[config.mk]
export PLATFORM = sky130hd
export DESIGN_NAME = pca_power_regs
export DESIGN_NICKNAME = d
export VERILOG_FILES = /design/src/logic/pca_pkg.sv /design/src/logic/pca_wb_slave.sv /design/src/logic/pca_awu_timer.sv /design/src/logic/pca_power_regs.sv
export SDC_FILE = /design/constraint.sdc
export NUM_CORES = 1
export LEC_CHECK = 0
export BUFFER_PORTS_ARGS = -buffer_cell sky130_fd_sc_hd__buf_4
export CAP_MARGIN = 20
export CORE_UTILIZATION = 50
export DETAILED_ROUTE_END_ITERATION = 12
export PLACE_DENSITY = 0.81
export SLEW_MARGIN = 30
export SYNTH_ARGS = -nofsm -noshare
export SYNTH_HDL_FRONTEND = slang
export SYNTH_SLANG_ARGS = --single-unit
export TNS_END_PERCENT = 5
[constraint.sdc]
create_clock -name sys_clk -period 3 [get_ports sys_clk]
set_input_delay 0.6 -clock sys_clk [delete_from_list [all_inputs] [get_ports sys_clk]]
set_output_delay 0.6 -clock sys_clk [all_outputs]
set_load 0.02 [all_outputs]
[src/logic/pca_pkg.sv]
// pca_pkg: register map, field layout, bus and state types of the power control bank
// assumes a classic wishbone master with byte addresses and 32-bit data
package pca_pkg;

  // register byte offsets
  localparam logic [7:0] PCA_OFS_POWER_CONTROL = 8'h00;
  localparam logic [7:0] PCA_OFS_SUPPLY_STATUS = 8'h04;
  localparam logic [7:0] PCA_OFS_AUTOWAKE_CONTROL = 8'h08;
  localparam logic [7:0] PCA_OFS_AUTOWAKE_WINDOW = 8'h0c;
  localparam logic [7:0] PCA_OFS_IRQ_STATUS = 8'h10;
  localparam logic [7:0] PCA_OFS_IRQ_MASK = 8'h14;

  // field positions
  localparam int PCA_THR_LSB = 5;
  localparam int PCA_THR_MSB = 7;
  localparam int PCA_DET_EN_BIT = 4;
  localparam int PCA_STBY_BIT = 1;
  localparam int PCA_BELOW_BIT = 2;
  localparam int PCA_AWU_EN_BIT = 1;
  localparam int PCA_AWU_CLR_BIT = 0;
  localparam int PCA_WIN_MSB = 3;
  localparam int PCA_IRQ_MSB = 2;

  // interrupt status bits
  localparam int PCA_IRQ_WAKE = 0;
  localparam int PCA_IRQ_FELL = 1;
  localparam int PCA_IRQ_ROSE = 2;

  // widths and reset values
  localparam int PCA_THR_W = 3;
  localparam int PCA_WIN_W = 4;
  localparam int PCA_CNT_W = 5;
  localparam int PCA_IRQ_W = 3;
  localparam int PCA_PRESC_W = 16;
  localparam logic [31:0] PCA_RESET_WORD = 32'h0000_0000;

  // low-speed oscillator edges per wake-up count step
  localparam int PCA_LSI_DIVIDE = 60000;

  typedef enum logic [0:0] {
    PCA_BUS_IDLE = 1'b0,
    PCA_BUS_ACK = 1'b1
  } pca_bus_state_t;

  typedef struct packed {
    logic cyc;
    logic stb;
    logic we;
    logic [7:0] adr;
    logic [3:0] sel;
    logic [31:0] dat;
  } pca_wb_req_t;

  typedef struct packed {
    logic valid;
    logic [7:0] adr;
    logic [3:0] sel;
    logic [31:0] data;
  } pca_wr_t;

  // a write hitting the low byte lane of one register
  function automatic logic pca_lane0_write(input pca_wr_t w, input logic [7:0] ofs);
    pca_lane0_write = w.valid && (w.adr == ofs) && w.sel[0];
  endfunction

endpackage

[src/logic/pca_wb_slave.sv]
// pca_wb_slave: classic wishbone slave front end, one wait state per access
// assumes the master holds its request until it sees ack
`timescale 1ns/10ps
module pca_wb_slave
  import pca_pkg::*;
(
  input wire logic sys_clk,
  input wire logic reset,
  input pca_pkg::pca_wb_req_t wb_req,
  input wire logic [31:0] rd_data,
  output pca_pkg::pca_wr_t wr,
  output logic wb_ack,
  output logic [31:0] wb_dat_o
);
  import pca_pkg::*;

  typedef struct packed {
    pca_bus_state_t state;
    logic ack;
    logic [31:0] dat;
  } pca_slave_st_t;

  pca_slave_st_t st;
  pca_slave_st_t next_st;
  logic accept;

  assign accept = wb_req.cyc && wb_req.stb && (st.state == PCA_BUS_IDLE);

  always_comb
  begin
    next_st = st;
    wr.valid = accept && wb_req.we;
    wr.adr = wb_req.adr;
    wr.sel = wb_req.sel;
    wr.data = wb_req.dat;
    case (st.state)
      PCA_BUS_IDLE:
      begin
        next_st.ack = accept;
        next_st.dat = (accept && !wb_req.we) ? rd_data : PCA_RESET_WORD;
        next_st.state = accept ? PCA_BUS_ACK : PCA_BUS_IDLE;
      end
      PCA_BUS_ACK:
      begin
        next_st.ack = 1'b0;
        next_st.dat = PCA_RESET_WORD;
        next_st.state = PCA_BUS_IDLE;
      end
      default:
      begin
        next_st.ack = 1'b0;
        next_st.dat = PCA_RESET_WORD;
        next_st.state = PCA_BUS_IDLE;
      end
    endcase
  end

  always_ff @(posedge sys_clk)
  begin
    if (reset)
    begin
      st <= '{state: PCA_BUS_IDLE, ack: 1'b0, dat: PCA_RESET_WORD};
    end
    else
    begin
      st <= next_st;
    end
  end

  assign wb_ack = st.ack;
  assign wb_dat_o = st.dat;

  AST_ACK_NEXT_CYCLE:
  assert property (@(posedge sys_clk) disable iff (reset)
    (wb_req.cyc && wb_req.stb && !wb_ack) |=> wb_ack ##1 !wb_ack)
  else $error("ack not given exactly one cycle after request");

endmodule // pca_wb_slave

[src/logic/pca_awu_timer.sv]
// pca_awu_timer: wake-up prescaler and counter stepped by low-speed oscillator edges
// assumes lsi_level is synchronous to sys_clk and slower than half its rate
`timescale 1ns/10ps
module pca_awu_timer
  import pca_pkg::*;
#(
  parameter int DIVIDE = PCA_LSI_DIVIDE
)
(
  input wire logic sys_clk,
  input wire logic reset,
  input wire logic enable,
  input wire logic clear,
  input wire logic [PCA_WIN_W-1:0] window,
  input wire logic lsi_level,
  output logic wake,
  output logic [PCA_CNT_W-1:0] count
);
  import pca_pkg::*;

  typedef struct packed {
    logic lsi_prev;
    logic [PCA_PRESC_W-1:0] presc;
    logic [PCA_CNT_W-1:0] count;
    logic wake;
  } pca_timer_st_t;

  localparam logic [PCA_PRESC_W-1:0] PRESC_LAST = PCA_PRESC_W'(DIVIDE - 1);

  pca_timer_st_t st;
  pca_timer_st_t next_st;
  logic [PCA_CNT_W-1:0] target;
  logic [PCA_CNT_W-1:0] stepped;

  // window value plus one
  assign target = {1'b0, window} + PCA_CNT_W'(1);
  assign stepped = st.count + PCA_CNT_W'(1);

  always_comb
  begin
    next_st = st;
    next_st.wake = 1'b0;
    next_st.lsi_prev = lsi_level;
    if (!enable || clear)
    begin
      next_st.presc = '0;
      next_st.count = '0;
    end
    else if (lsi_level && !st.lsi_prev)
    begin
      if (st.presc == PRESC_LAST)
      begin
        next_st.presc = '0;
        if (stepped == target)
        begin
          next_st.count = '0;
          next_st.wake = 1'b1;
        end
        else
        begin
          next_st.count = stepped;
        end
      end
      else
      begin
        next_st.presc = st.presc + PCA_PRESC_W'(1);
      end
    end
  end

  always_ff @(posedge sys_clk)
  begin
    if (reset)
    begin
      st <= '0;
    end
    else
    begin
      st <= next_st;
    end
  end

  assign wake = st.wake;
  assign count = st.count;

  AST_WAKE_AT_WINDOW:
  assert property (@(posedge sys_clk) disable iff (reset)
    $rose(wake) |-> $past(count) + PCA_CNT_W'(1) == $past(target) && count == '0)
  else $error("wake-up not tied to counter reaching window plus one");

  AST_CLEAR_ZEROES:
  assert property (@(posedge sys_clk) disable iff (reset)
    clear |=> count == '0 && !wake)
  else $error("counter not cleared by clear request");

  AST_STEP_ONLY_ON_DIVIDE:
  assert property (@(posedge sys_clk) disable iff (reset)
    (enable && !clear && count != $past(count)) |-> $past(st.presc) == PRESC_LAST)
  else $error("counter moved without a full prescaler period");

endmodule // pca_awu_timer

[src/logic/pca_power_regs.sv]
// pca_power_regs: power control register bank with detector, standby select and auto wake-up
// assumes supply_below_cmp and lsi_level are synchronous to sys_clk
//
// The Wishbone register port was chosen for this implementation.
`timescale 1ns/10ps

// What this block does
// - power control bits 7:5 hold a read/write detector threshold code, reset zero.
// - threshold code zero picks lowest pair; higher codes pick higher pairs.
// - power control bit 4 enables the supply detector; read/write, reset zero.
// - power control bit 1 selects standby when one, sleep when zero.
// - status bit 2 is a read-only detector flag, valid while detector enabled.
// - the flag reads one below the selected threshold, zero above it.
// - auto-wake control bit 1 starts wake-up and enables the slow oscillator.
// - clearing that enable stops everything and clears clear bit, window, counter.
// - writing one to bit 0 clears the counter; hardware drops the bit.
// - the counter steps once per 60000 slow oscillator periods.
// - wake-up fires when the counter equals stored window value plus one.
// - the detector output drives external interrupt line 16.
module pca_power_regs
  import pca_pkg::*;
#(
  parameter int LSI_DIVIDE = PCA_LSI_DIVIDE
)
(
  input wire logic sys_clk,
  input wire logic reset,
  input pca_pkg::pca_wb_req_t wb_req,
  output logic wb_ack,
  output logic [31:0] wb_dat_o,
  input wire logic supply_below_cmp,
  input wire logic lsi_level,
  output logic [pca_pkg::PCA_THR_W-1:0] detector_threshold_sel,
  output logic detector_enable,
  output logic standby_select,
  output logic lsi_enable,
  output logic autowake_wakeup,
  output logic external_interrupt_lines_line16_level,
  output logic irq
);
  import pca_pkg::*;

  typedef struct packed {
    logic [PCA_THR_W-1:0] thr;
    logic det_en;
    logic stby;
    logic awu_en;
    logic awu_clr;
    logic [PCA_WIN_W-1:0] window;
    logic below;
    logic [PCA_IRQ_W-1:0] irq_status;
    logic [PCA_IRQ_W-1:0] irq_mask;
    logic irq;
  } pca_regs_st_t;

  pca_regs_st_t st;
  pca_regs_st_t next_st;
  pca_wr_t wr;
  logic [31:0] rd_data;
  logic wake;
  logic [PCA_CNT_W-1:0] awu_count;
  logic [PCA_IRQ_W-1:0] events;

  pca_wb_slave u_slave (
    .sys_clk(sys_clk),
    .reset(reset),
    .wb_req(wb_req),
    .rd_data(rd_data),
    .wr(wr),
    .wb_ack(wb_ack),
    .wb_dat_o(wb_dat_o)
  );

  pca_awu_timer #(
    .DIVIDE(LSI_DIVIDE)
  ) u_timer (
    .sys_clk(sys_clk),
    .reset(reset),
    .enable(st.awu_en),
    .clear(st.awu_clr),
    .window(st.window),
    .lsi_level(lsi_level),
    .wake(wake),
    .count(awu_count)
  );

  // register read mux, unused bits zero
  always_comb
  begin
    rd_data = PCA_RESET_WORD;
    case (wb_req.adr)
      PCA_OFS_POWER_CONTROL:
      begin
        rd_data[PCA_THR_MSB:PCA_THR_LSB] = st.thr;
        rd_data[PCA_DET_EN_BIT] = st.det_en;
        rd_data[PCA_STBY_BIT] = st.stby;
      end
      PCA_OFS_SUPPLY_STATUS:
      begin
        rd_data[PCA_BELOW_BIT] = st.below;
      end
      PCA_OFS_AUTOWAKE_CONTROL:
      begin
        rd_data[PCA_AWU_EN_BIT] = st.awu_en;
        rd_data[PCA_AWU_CLR_BIT] = st.awu_clr;
      end
      PCA_OFS_AUTOWAKE_WINDOW:
      begin
        rd_data[PCA_WIN_MSB:0] = st.window;
      end
      PCA_OFS_IRQ_STATUS:
      begin
        rd_data[PCA_IRQ_MSB:0] = st.irq_status;
      end
      PCA_OFS_IRQ_MASK:
      begin
        rd_data[PCA_IRQ_MSB:0] = st.irq_mask;
      end
      default:
      begin
        rd_data = PCA_RESET_WORD;
      end
    endcase
  end

  always_comb
  begin
    next_st = st;
    next_st.awu_clr = 1'b0;
    if (pca_lane0_write(wr, PCA_OFS_POWER_CONTROL))
    begin
      next_st.thr = wr.data[PCA_THR_MSB:PCA_THR_LSB];
      next_st.det_en = wr.data[PCA_DET_EN_BIT];
      next_st.stby = wr.data[PCA_STBY_BIT];
    end
    if (pca_lane0_write(wr, PCA_OFS_AUTOWAKE_CONTROL))
    begin
      next_st.awu_en = wr.data[PCA_AWU_EN_BIT];
      next_st.awu_clr = wr.data[PCA_AWU_CLR_BIT];
    end
    if (pca_lane0_write(wr, PCA_OFS_AUTOWAKE_WINDOW))
    begin
      next_st.window = wr.data[PCA_WIN_MSB:0];
    end
    if (!next_st.awu_en)
    begin
      next_st.awu_clr = 1'b0;
      next_st.window = '0;
    end
    // detector flag gated by its enable
    next_st.below = st.det_en && supply_below_cmp;
    events = '0;
    events[PCA_IRQ_WAKE] = wake;
    events[PCA_IRQ_FELL] = next_st.below && !st.below;
    events[PCA_IRQ_ROSE] = st.below && !next_st.below && st.det_en;
    if (pca_lane0_write(wr, PCA_OFS_IRQ_STATUS))
    begin
      next_st.irq_status = st.irq_status & ~wr.data[PCA_IRQ_MSB:0];
    end
    // set wins over a same-cycle clear
    next_st.irq_status = next_st.irq_status | events;
    if (pca_lane0_write(wr, PCA_OFS_IRQ_MASK))
    begin
      next_st.irq_mask = wr.data[PCA_IRQ_MSB:0];
    end
    next_st.irq = |(next_st.irq_status & next_st.irq_mask);
  end

  always_ff @(posedge sys_clk)
  begin
    if (reset)
    begin
      st <= '0;
    end
    else
    begin
      st <= next_st;
    end
  end

  assign detector_threshold_sel = st.thr;
  assign detector_enable = st.det_en;
  assign standby_select = st.stby;
  assign lsi_enable = st.awu_en;
  assign autowake_wakeup = wake;
  assign external_interrupt_lines_line16_level = st.below;
  assign irq = st.irq;

  AST_CTRL_WRITE_LANDS:
  assert property (@(posedge sys_clk) disable iff (reset)
    pca_lane0_write(wr, PCA_OFS_POWER_CONTROL) |=>
      detector_threshold_sel == $past(wr.data[PCA_THR_MSB:PCA_THR_LSB])
      && detector_enable == $past(wr.data[PCA_DET_EN_BIT]))
  else $error("power control write not stored");

  AST_STANDBY_SELECT:
  assert property (@(posedge sys_clk) disable iff (reset)
    !pca_lane0_write(wr, PCA_OFS_POWER_CONTROL) |=> $stable(standby_select))
  else $error("standby select changed without a write");

  AST_FLAG_GATED:
  assert property (@(posedge sys_clk) disable iff (reset)
    !detector_enable ##1 !detector_enable |-> !external_interrupt_lines_line16_level)
  else $error("detector flag set while detector disabled");

  AST_FLAG_FOLLOWS_CMP:
  assert property (@(posedge sys_clk) disable iff (reset)
    detector_enable |=> external_interrupt_lines_line16_level == $past(supply_below_cmp))
  else $error("detector flag does not follow comparator");

  AST_AWU_OFF_CLEARS:
  assert property (@(posedge sys_clk) disable iff (reset)
    !lsi_enable |-> st.window == '0 && !st.awu_clr ##1 awu_count == '0)
  else $error("wake-up state not cleared while disabled");

  AST_CLR_SELF_CLEARS:
  assert property (@(posedge sys_clk) disable iff (reset)
    st.awu_clr |=> !st.awu_clr || $past(pca_lane0_write(wr, PCA_OFS_AUTOWAKE_CONTROL)))
  else $error("counter clear bit did not drop");

  AST_RESERVED_ZERO:
  assert property (@(posedge sys_clk) disable iff (reset)
    wb_ack |-> wb_dat_o[31:8] == 24'h00_0000)
  else $error("reserved read bits not zero");

  AST_IRQ_LEVEL:
  assert property (@(posedge sys_clk) disable iff (reset)
    irq == |(st.irq_status & st.irq_mask))
  else $error("interrupt output does not match masked status");

  AST_WAKE_STICKY:
  assert property (@(posedge sys_clk) disable iff (reset)
    wake |=> st.irq_status[PCA_IRQ_WAKE])
  else $error("wake-up event lost from status");

endmodule // pca_power_regs

# ---- Word-level counts from Yosys, hierarchy flattened
# Cells that the tools add are included.
dict set report word_totals {
  reg_bits 76
  in_bits 51
  output_inout_bits 42
  wordCells 82
}
dict set report classes {
  n_addsub 3
  n_eq_ne 7
  muxes 14
  bitwise 9
  reduce_logical 32
}
# cell count
set ops {}
lappend ops {{34-bit case mux with 2 select lines} 1}
lappend ops {{1-bit logical AND} 19}
lappend ops {{16-bit by 1-bit adder with 16-bit output (second input constant)} 1}
lappend ops {{16-bit equality test (second input constant)} 1}
lappend ops {{8-bit by 4-bit equality test with 1-bit output (second input constant)} 2}
lappend ops {{8-bit by 5-bit equality test with 1-bit output (second input constant)} 2}
lappend ops {{16-bit two-way mux} 1}
lappend ops {{8-bit by 3-bit equality test with 1-bit output (second input constant)} 1}
lappend ops {{8-bit logical NOT} 1}
lappend ops {{8-bit two-way mux} 1}
lappend ops {{1-bit case mux with 4 select lines} 2}
lappend ops {{3-bit bitwise AND} 2}
lappend ops {{3-bit two-way mux} 2}
lappend ops {{3-bit OR reduction} 2}
lappend ops {{4-bit by 1-bit adder with 5-bit output (second input constant)} 1}
lappend ops {{5-bit by 1-bit adder with 5-bit output (second input constant)} 1}
lappend ops {{5-bit equality test} 1}
lappend ops {{1-bit logical NOT} 5}
lappend ops {{5-bit two-way mux} 1}
lappend ops {{1-bit inverter} 5}
lappend ops {{1-bit case mux with 5 select lines} 1}
lappend ops {{4-bit two-way mux} 1}
lappend ops {{2-bit OR reduction} 2}
lappend ops {{4-bit OR reduction} 1}
lappend ops {{other kinds (6)} 8}

# ---- Logic depth before layout (Yosys ltp)
# Gate-level depths: netlist (run 1).
dict set report logic_depth {
  word_depth 9
  depth_mapped 7
}

# ---- By module
# Synthesis (run 1) repeated with hierarchy kept, for this count alone.
dict set report unflattened {
  cells_unflattened 359
  hier_area_um2 3505.9
}
# module instances cells_per_inst area_per_inst_um2 seq_area_each_um2
set modules_own_cells {}
lappend modules_own_cells {pca_wb_slave 1 119 1276.2 660.6}
lappend modules_own_cells {pca_awu_timer 1 130 1224.9 460.4}
lappend modules_own_cells {pca_power_regs 1 110 1004.7 380.4}

# ---- Least setup slack after synthesis (run 1)
# No wires, ideal clock.
dict set report synth_path {
  path_kind {input to register}
  startpoint {input port wb_req[39] (netlist bit)}
  endpoint {register st, in the netlist irq}
  setup_time_ns 0.095
  arrival_time_ns 1.904
  t_required_ns 2.905
  path_slack_ns 1.001
  cell_stages 5
  n_path_buf 0
  path_cell_list {nor4_2 -> nand4_2 -> mux2i_1 -> or4_1 -> o311ai_1}
}
dict set report synth_via {
  elab_chain_cells 7
  elab_cells_between_ends 11
  classes_between {2 x eq/ne; 2 x mux; 2 x bitwise; 5 x reduce/logical}
}
# element line
set synth_rtl {}
lappend synth_rtl {{start, declared} pca_power_regs.sv:28} ;# input pca_pkg::pca_wb_req_t wb_req,
lappend synth_rtl {{8-bit by 5-bit equality test with 1-bit output} pca_pkg.sv:63} ;# pca_lane0_write = w.valid && (w.adr == ofs) && w.sel[0];
lappend synth_rtl {{1-bit logical AND (2 in series)} pca_pkg.sv:63}
lappend synth_rtl {{3-bit two-way mux} pca_power_regs.sv:156} ;# if (pca_lane0_write(wr, PCA_OFS_IRQ_STATUS))
lappend synth_rtl {{3-bit bitwise OR} pca_power_regs.sv:161} ;# next_st.irq_status = next_st.irq_status | events;
lappend synth_rtl {{3-bit bitwise AND *} pca_power_regs.sv:166} ;# next_st.irq = |(next_st.irq_status & next_st.irq_mask);
lappend synth_rtl {{3-bit OR reduction *} pca_power_regs.sv:166}
lappend synth_rtl {{end signal, assigned} pca_power_regs.sv:177} ;# st <= next_st;
lappend synth_rtl {{end, declared} pca_power_regs.sv:56} ;# pca_regs_st_t st;
# Mark *: on every way between the ends. The rest lies on a longest branch, timed or not.
# A chain may end at the register's enable or synchronous reset.

# ---- Worst setup path after layout (run 1)
# Same ends and word-level chain as after synthesis.

==> metrics, run 1 <==
status finished, final reports clean; reg2reg setup slack 1.16 ns; Starting Density 53.2%; Initial DRC Count 91; Final Core Density 60.0%; Final setup viols 0; yosys warns 0; setup TNS 0 ns; Die H 73.6 um; area occupied by multi-input gates 1350 sq um; final std cells w/o fill 392; power consumption 1.15 mW; post-CTS setup buffers 0; GP Congestion 0.793; antenna violations before repair 0; die width 73.6 um; drt pass-1 iters 4; first-pass GRT wire length 8140 um; WL/cell 11.9 um; Total Wirelength 4650 um; worst r2r src u_timer.count[0]$_SDFFE_PP0N_; ys async rst share 0%; fmax 484 MHz; top sig layer met4; DRC Markers 0; Final period util 68.9%; RR Endpoint u_timer.count[2]$_SDFFE_PP0N_; M1 WL 2180 um; Reg area 1020 sq um; worst clock skew 0.00824 ns; cell with the most instances after synthesis dfxtp_1; Worst Path Required 3.19 ns; Critical Path End Type register; top post-synthesis cells by area dfxtp_1, buf_4, mux2i_1; Final nets 378; cts hold-fix bufs 0; critical path arrival 2.25 ns; Synth top area share 39.8%; Post-synth EDFFs 0; max_cap viols 0; Core ar. 4820 sq um; Vias/cell 5.08; Fill cells 434; Leakage 1.18 nW; CP startpoint kind input pin; Max FO, Critical Path 4; Synth Register Bits 51; maximum VDD drop 0.254 mV; DP Area 2800 sq um; DP Cell Count 384; clock-pin slew on the worst setup and hold paths 0.08 ns; largest area contributor in the netlist dfxtp_1; Slew Limit Fails 0; GR Overflow Total 0; vias in the first global route 1,930; worst r2r path cells 6; die area 5420 sq um; min cycle time layout 2.07 ns; routed wl met3 149 um; CTS tree yes; worst min path class reg -> reg; Worst Setup EP irq$_SDFF_PP0_; Final Cell Area 2890 sq um; port bufs 41; root buf cell clkbuf_8; Crit. Startpoint wb_req[39]; layout cell share with drive strength beyond 1 18.8%; largest net degree at the start of global routing 21; Clock Sink Count 51; sequential area share after synthesis 39.8%; Mean Syn Cell Area 8.96 sq um; H-tree levels 2; Met2 Wirelength 2240 um; FP Rows 25; antenna cells 0; Area Growth Syn to Fin 12.7%; Netlist cell types 49; I/O Pins 93; Synth Cell Area 2560 sq um; Resized cells post-CTS 0; Final Hold Viols 0; cells after synthesis 286; Clock Path Buffers 2; number of CTS-inserted buffers 5; worst skew pair latency 0.31 ns; detailed-placement wirelength estimate 3510 um; antenna-violating nets left 0; Tot GR Track Use 19.3%; via count 1,992; kind of critical path in -> reg; Synth Flop Type dfxtp_1; RSZ-0062 raised after global routing false; synth cell count leaders dfxtp_1, nor2_1, buf_4; PD cells 397 nW/um^2
==> area by class of cell <==
class / count / area share [%]
inverter: 9 / 1.17
multi-input combinational: 216 / 46.9
sequential: 51 / 35.3
timing repair buffer: 41 / 10.7
clock inverter: 3 / 0.693
clock buffer: 5 / 2.38
tap: 67 / 2.90
==> state kept, by name (all words and copies together) (netlist names) <==
register	flops
u_slave.wb_dat_o	8
st	11
u_timer.st	17
detector_enable	1
detector_threshold_sel	3
u_slave.wb_ack	1
u_timer.count	5
external_interrupt_lines_line16_level	1
lsi_enable	1
standby_select	1
u_timer.wake	1
irq	1
==> per-layer routing <==
metal / GRT usage (%) / vias up
met1: 23.8 / 933
met5: 0 / -
li1: - / 1007
met4: 7.05 / 0
met3: 2.88 / 7
met2: 33.9 / 45
==> cell families (layout without fill, tap and decap cells) <==
group / Yosys count / after routing / share of synthesized area [%]
AND/OR/NAND/NOR: 121 / 121 / 25.1
flip-flops: 51 / 51 / 39.8
buffers and inverters: 42 / 58 / 10.7
AO/OA/AOI/OAI: 29 / 29 / 7.96
XOR/XNOR: 21 / 21 / 7.71
multiplexers: 18 / 18 / 7.03
adder cells (fa/ha/maj): 3 / 3 / 1.46
other: 1 / 24 / 0.146
==> cells in the final DEF, fill, tap and decap left out, types with 4 or more instances in the layout <==
| cell type | instances |
|---|---|
| xor2_1 | 9 |
| and2_1 | 6 |
| o21ai_0 | 5 |
| nand2_1 | 22 |
| conb_1 | 24 |
| nand2b_1 | 4 |
| nor2b_1 | 6 |
| buf_4 | 41 |
| xnor2_1 | 11 |
| inv_1 | 9 |
| mux2i_1 | 18 |
| a21oi_1 | 7 |
| dfxtp_1 | 51 |
| nor2_1 | 35 |
| nor3_1 | 10 |
| nand4_1 | 6 |
| clkbuf_8 | 5 |
| nand3_1 | 10 |
==> report_power, final <==
group	total, mW	internal, mW	switching (mW)
clock	0.386	0.162	0.224
sequential	0.679	0.678	0.00106
combinational	0.0818	0.0284	0.0535
total	1.15	0.868	0.278
==> critical path: stages <==
cell and delay [ns]:
buf_4 0.13, nor4_2 0.48, nand4_2 0.24, mux2i_1 0.18, or4_1 0.51, o311ai_1 0.13
==> stage by stage <==
step	hold slack (ns)	setup WS, ns
floorplan	0.452	1.00
global placement	0.465	0.637
detailed placement	0.474	0.630
CTS	0.486	0.940
global route	0.499	0.862
finish	0.483	0.933
==> worst min path at each step <==
| stage | depth (start not counted) | slack, ns | end | start |
|---|---|---|---|---|
| final | 2 | 0.48 | u_timer.st[7]$_SDFFE_PP0P_ | u_timer.st[7]$_SDFFE_PP0P_ |
| after global placement | 1 | 0.47 | u_slave.wb_dat_o[6]$_SDFF_PP0_ | detector_threshold_sel[1]$_SDFFE_PP0P_ |
| after CTS | 2 | 0.49 | u_timer.st[7]$_SDFFE_PP0P_ | u_timer.st[7]$_SDFFE_PP0P_ |
| after floorplan | 2 | 0.45 | u_timer.st[7]$_SDFFE_PP0P_ | u_timer.st[7]$_SDFFE_PP0P_ |
| after detailed placement | 2 | 0.47 | u_timer.st[7]$_SDFFE_PP0P_ | u_timer.st[7]$_SDFFE_PP0P_ |
| after global routing | 2 | 0.50 | u_timer.st[7]$_SDFFE_PP0P_ | u_timer.st[7]$_SDFFE_PP0P_ |
Note: power is estimated with default switching activity, not from simulation.
==> run 2: changes to the inputs <==
--- a/config.mk
+++ b/config.mk
@@ -7,9 +7,9 @@
 export LEC_CHECK = 0
 export BUFFER_PORTS_ARGS = -buffer_cell sky130_fd_sc_hd__buf_4
 export CAP_MARGIN = 20
-export CORE_UTILIZATION = 50
+export CORE_UTILIZATION = 49
 export DETAILED_ROUTE_END_ITERATION = 12
-export PLACE_DENSITY = 0.81
+export PLACE_DENSITY = 0.79
 export SLEW_MARGIN = 30
 export SYNTH_ARGS = -nofsm -noshare
 export SYNTH_HDL_FRONTEND = slang
==> constraint.sdc (replaced) <==
create_clock -name sys_clk -period 2.1 [get_ports sys_clk]
set_input_delay 0.42 -clock sys_clk [delete_from_list [all_inputs] [get_ports sys_clk]]
set_output_delay 0.42 -clock sys_clk [all_outputs]
set_load 0.02 [all_outputs]
==> metrics, run 2 (synthesized netlist as in run 1, its figures left out) <==
clock-pin slew on the worst setup and hold paths 0.09 ns (about the same); Tot GR Track Use 18.3% (-0.99 points); detailed-placement wirelength estimate 3640 um (+3.7%); switching fraction of total power 24.7% (+0.47 points); worst r2r path cells 6 (unchanged); layout cell share with drive strength beyond 1 19.5% (+0.74 points); Final Hold Viols 0 (unchanged); H-tree levels 2 (unchanged); Clock Path Buffers 2 (unchanged); Clock Sink Count 51 (unchanged); Total Wirelength 4800 um (+3.2%); Die H 74.3 um (+0.99%); Critical Path End Type register; Slew Limit Fails 0 (unchanged); Sequential Power Share 58.6% (-0.6 points); Largest Register u_timer.st; Post-Place Setup Slack 0.119 ns (-0.511 ns); GR Overflow Total 0 (unchanged); antenna violations before repair 0 (unchanged); worst clock skew 0.00509 ns (-0.00314 ns); Leakage 1.20 nW (+1.9%); maximum VDD drop 0.385 mV (+52%); commonest non-fill, non-tap cell in the layout dfxtp_1; WL/cell 12.1 um (+2.4%); worst min path class in -> reg; Worst Path Required 2.34 ns (-0.85 ns); CP startpoint kind register; Initial DRC Count 118 (+30%); Area Growth Syn to Fin 13.6%; number of CTS-inserted buffers 5 (unchanged); RSZ-0062 raised after global routing false; PD cells 568 nW/um^2 (+43%); post-route setup slack 0.256 ns (-0.677 ns); Final nets 381 (+0.79%); antenna-violating nets left 0 (unchanged); die area 5520 sq um (+2.0%); Largest register FFs 17 (unchanged); vias in the first global route 1,753 (-9.2%); Hold Path Cell Cnt 2 (unchanged); kind of critical path reg -> reg; critical path arrival 2.09 ns (-0.16 ns); post-CTS setup buffers 0 (unchanged); Final period util 87.8%; Switch Pwr 0.409 mW (+47%); clock network fraction of design power 34.3% (+0.6 points); worst skew pair latency 0.31 ns (about the same); first-pass GRT wire length 7790 um (-4.3%); via count 2,004 (+0.60%); FP Rows 25 (unchanged); most frequent cells in the layout dfxtp_1, buf_4, nor2_1; I/O Pins 93 (unchanged); cts hold-fix bufs 0 (unchanged); Comb power frac 7.1% (about the same); Fill cells 456 (+5.1%); Resized cells post-CTS 0 (unchanged); DRC Markers 0 (unchanged); Vias/cell 5.07 (-0.16%); root buf cell clkbuf_8; port bufs 41 (unchanged); Pint 1.24 mW (+43%); die width 74.3 um (+0.99%); antenna cells 0 (unchanged); min cycle time layout 1.84 ns; Core ar. 4880 sq um (+1.3%); largest net degree at the start of global routing 21 (unchanged); max_cap viols 0 (unchanged); fmax 542 MHz; Final setup viols 0 (unchanged); Starting Density 52.5% (-0.68 points); GP Congestion 0.781 (-1.5%); status finished, final reports clean; setup TNS 0 ns (unchanged); drt pass-1 iters 4 (unchanged); Max FO, Critical Path 4 (unchanged); CTS tree yes
## run 2: cell count changes in the layout (fill, tap and decap cells not counted), sizes merged
cell      before  now
clkinvlp       2    0
inv            9   10
buf           41   44
clkinv         1    2
## run 2: per-layer routing
metal | vias up | global-route usage (%) | wire (um)
met5 | - | 0 | 0
met4 | 0 | 5.66 | 56
met3 | 5 | 4.07 | 227
met2 | 62 | 30.7 | 2260
met1 | 915 | 23.6 | 2260
li1 | 1022 | - | -
## run 2: worst paths after layout
path	from	endpoint	slack, ns
max	u_timer.count[0]$_SDFFE_PP0N_	u_timer.count[2]$_SDFFE_PP0N_	0.26
min	lsi_level	u_timer.st[22]$_SDFF_PP0_	0.34
max reg2reg	u_timer.count[0]$_SDFFE_PP0N_	u_timer.count[2]$_SDFFE_PP0N_	0.26
min reg2reg	u_timer.st[7]$_SDFFE_PP0P_	u_timer.st[7]$_SDFFE_PP0P_	0.48
## run 2: power by group through the flow
stage / clock, mW / combinational (mW) / sequential [mW]
after detailed placement: 0 / 0.116 / 0.992
after global placement: 0 / 0.115 / 0.992
after CTS: 0.589 / 0.116 / 0.970
after floorplan: 0 / 0.102 / 0.993
final: 0.567 / 0.117 / 0.969
after global routing: 0.623 / 0.127 / 0.970
## run 2: stage by stage
stage | area, sq um | total power, mW | hold slack (ns) | util [%] | std cells
3_3_place_gp | 2820 | 1.11 | 0.466 | 57.8 | 387
6_report | 2910 | 1.65 | 0.343 | 59.6 | 395
2_1_floorplan | 2650 | 1.10 | 0.452 | - | 309
4_1_cts | 2910 | 1.67 | 0.336 | 59.6 | 395
5_1_grt | 2910 | 1.72 | 0.350 | 59.6 | 395
3_5_place_dp | 2820 | 1.11 | 0.473 | 57.8 | 387
## run 2: final cells by class
cell class,count,area [sq um],share of cell area (%)
clock buffer,5,68.8,2.36
inverter,9,33.8,1.16
multi-input combinational,216,1350,46.5
clock inverter,3,18.8,0.645
sequential,51,1020,35.1
timing repair buffer,44,330,11.3
tap,67,83.8,2.88
## run 2: worst max-delay path, cell delays in order (launching register included)
cell	delay, ns
dfxtp_1	0.42
ha_1	0.26
nand3_1	0.16
xnor3_1	0.37
o21a_1	0.16
a221o_1	0.37
o21ai_2	0.05
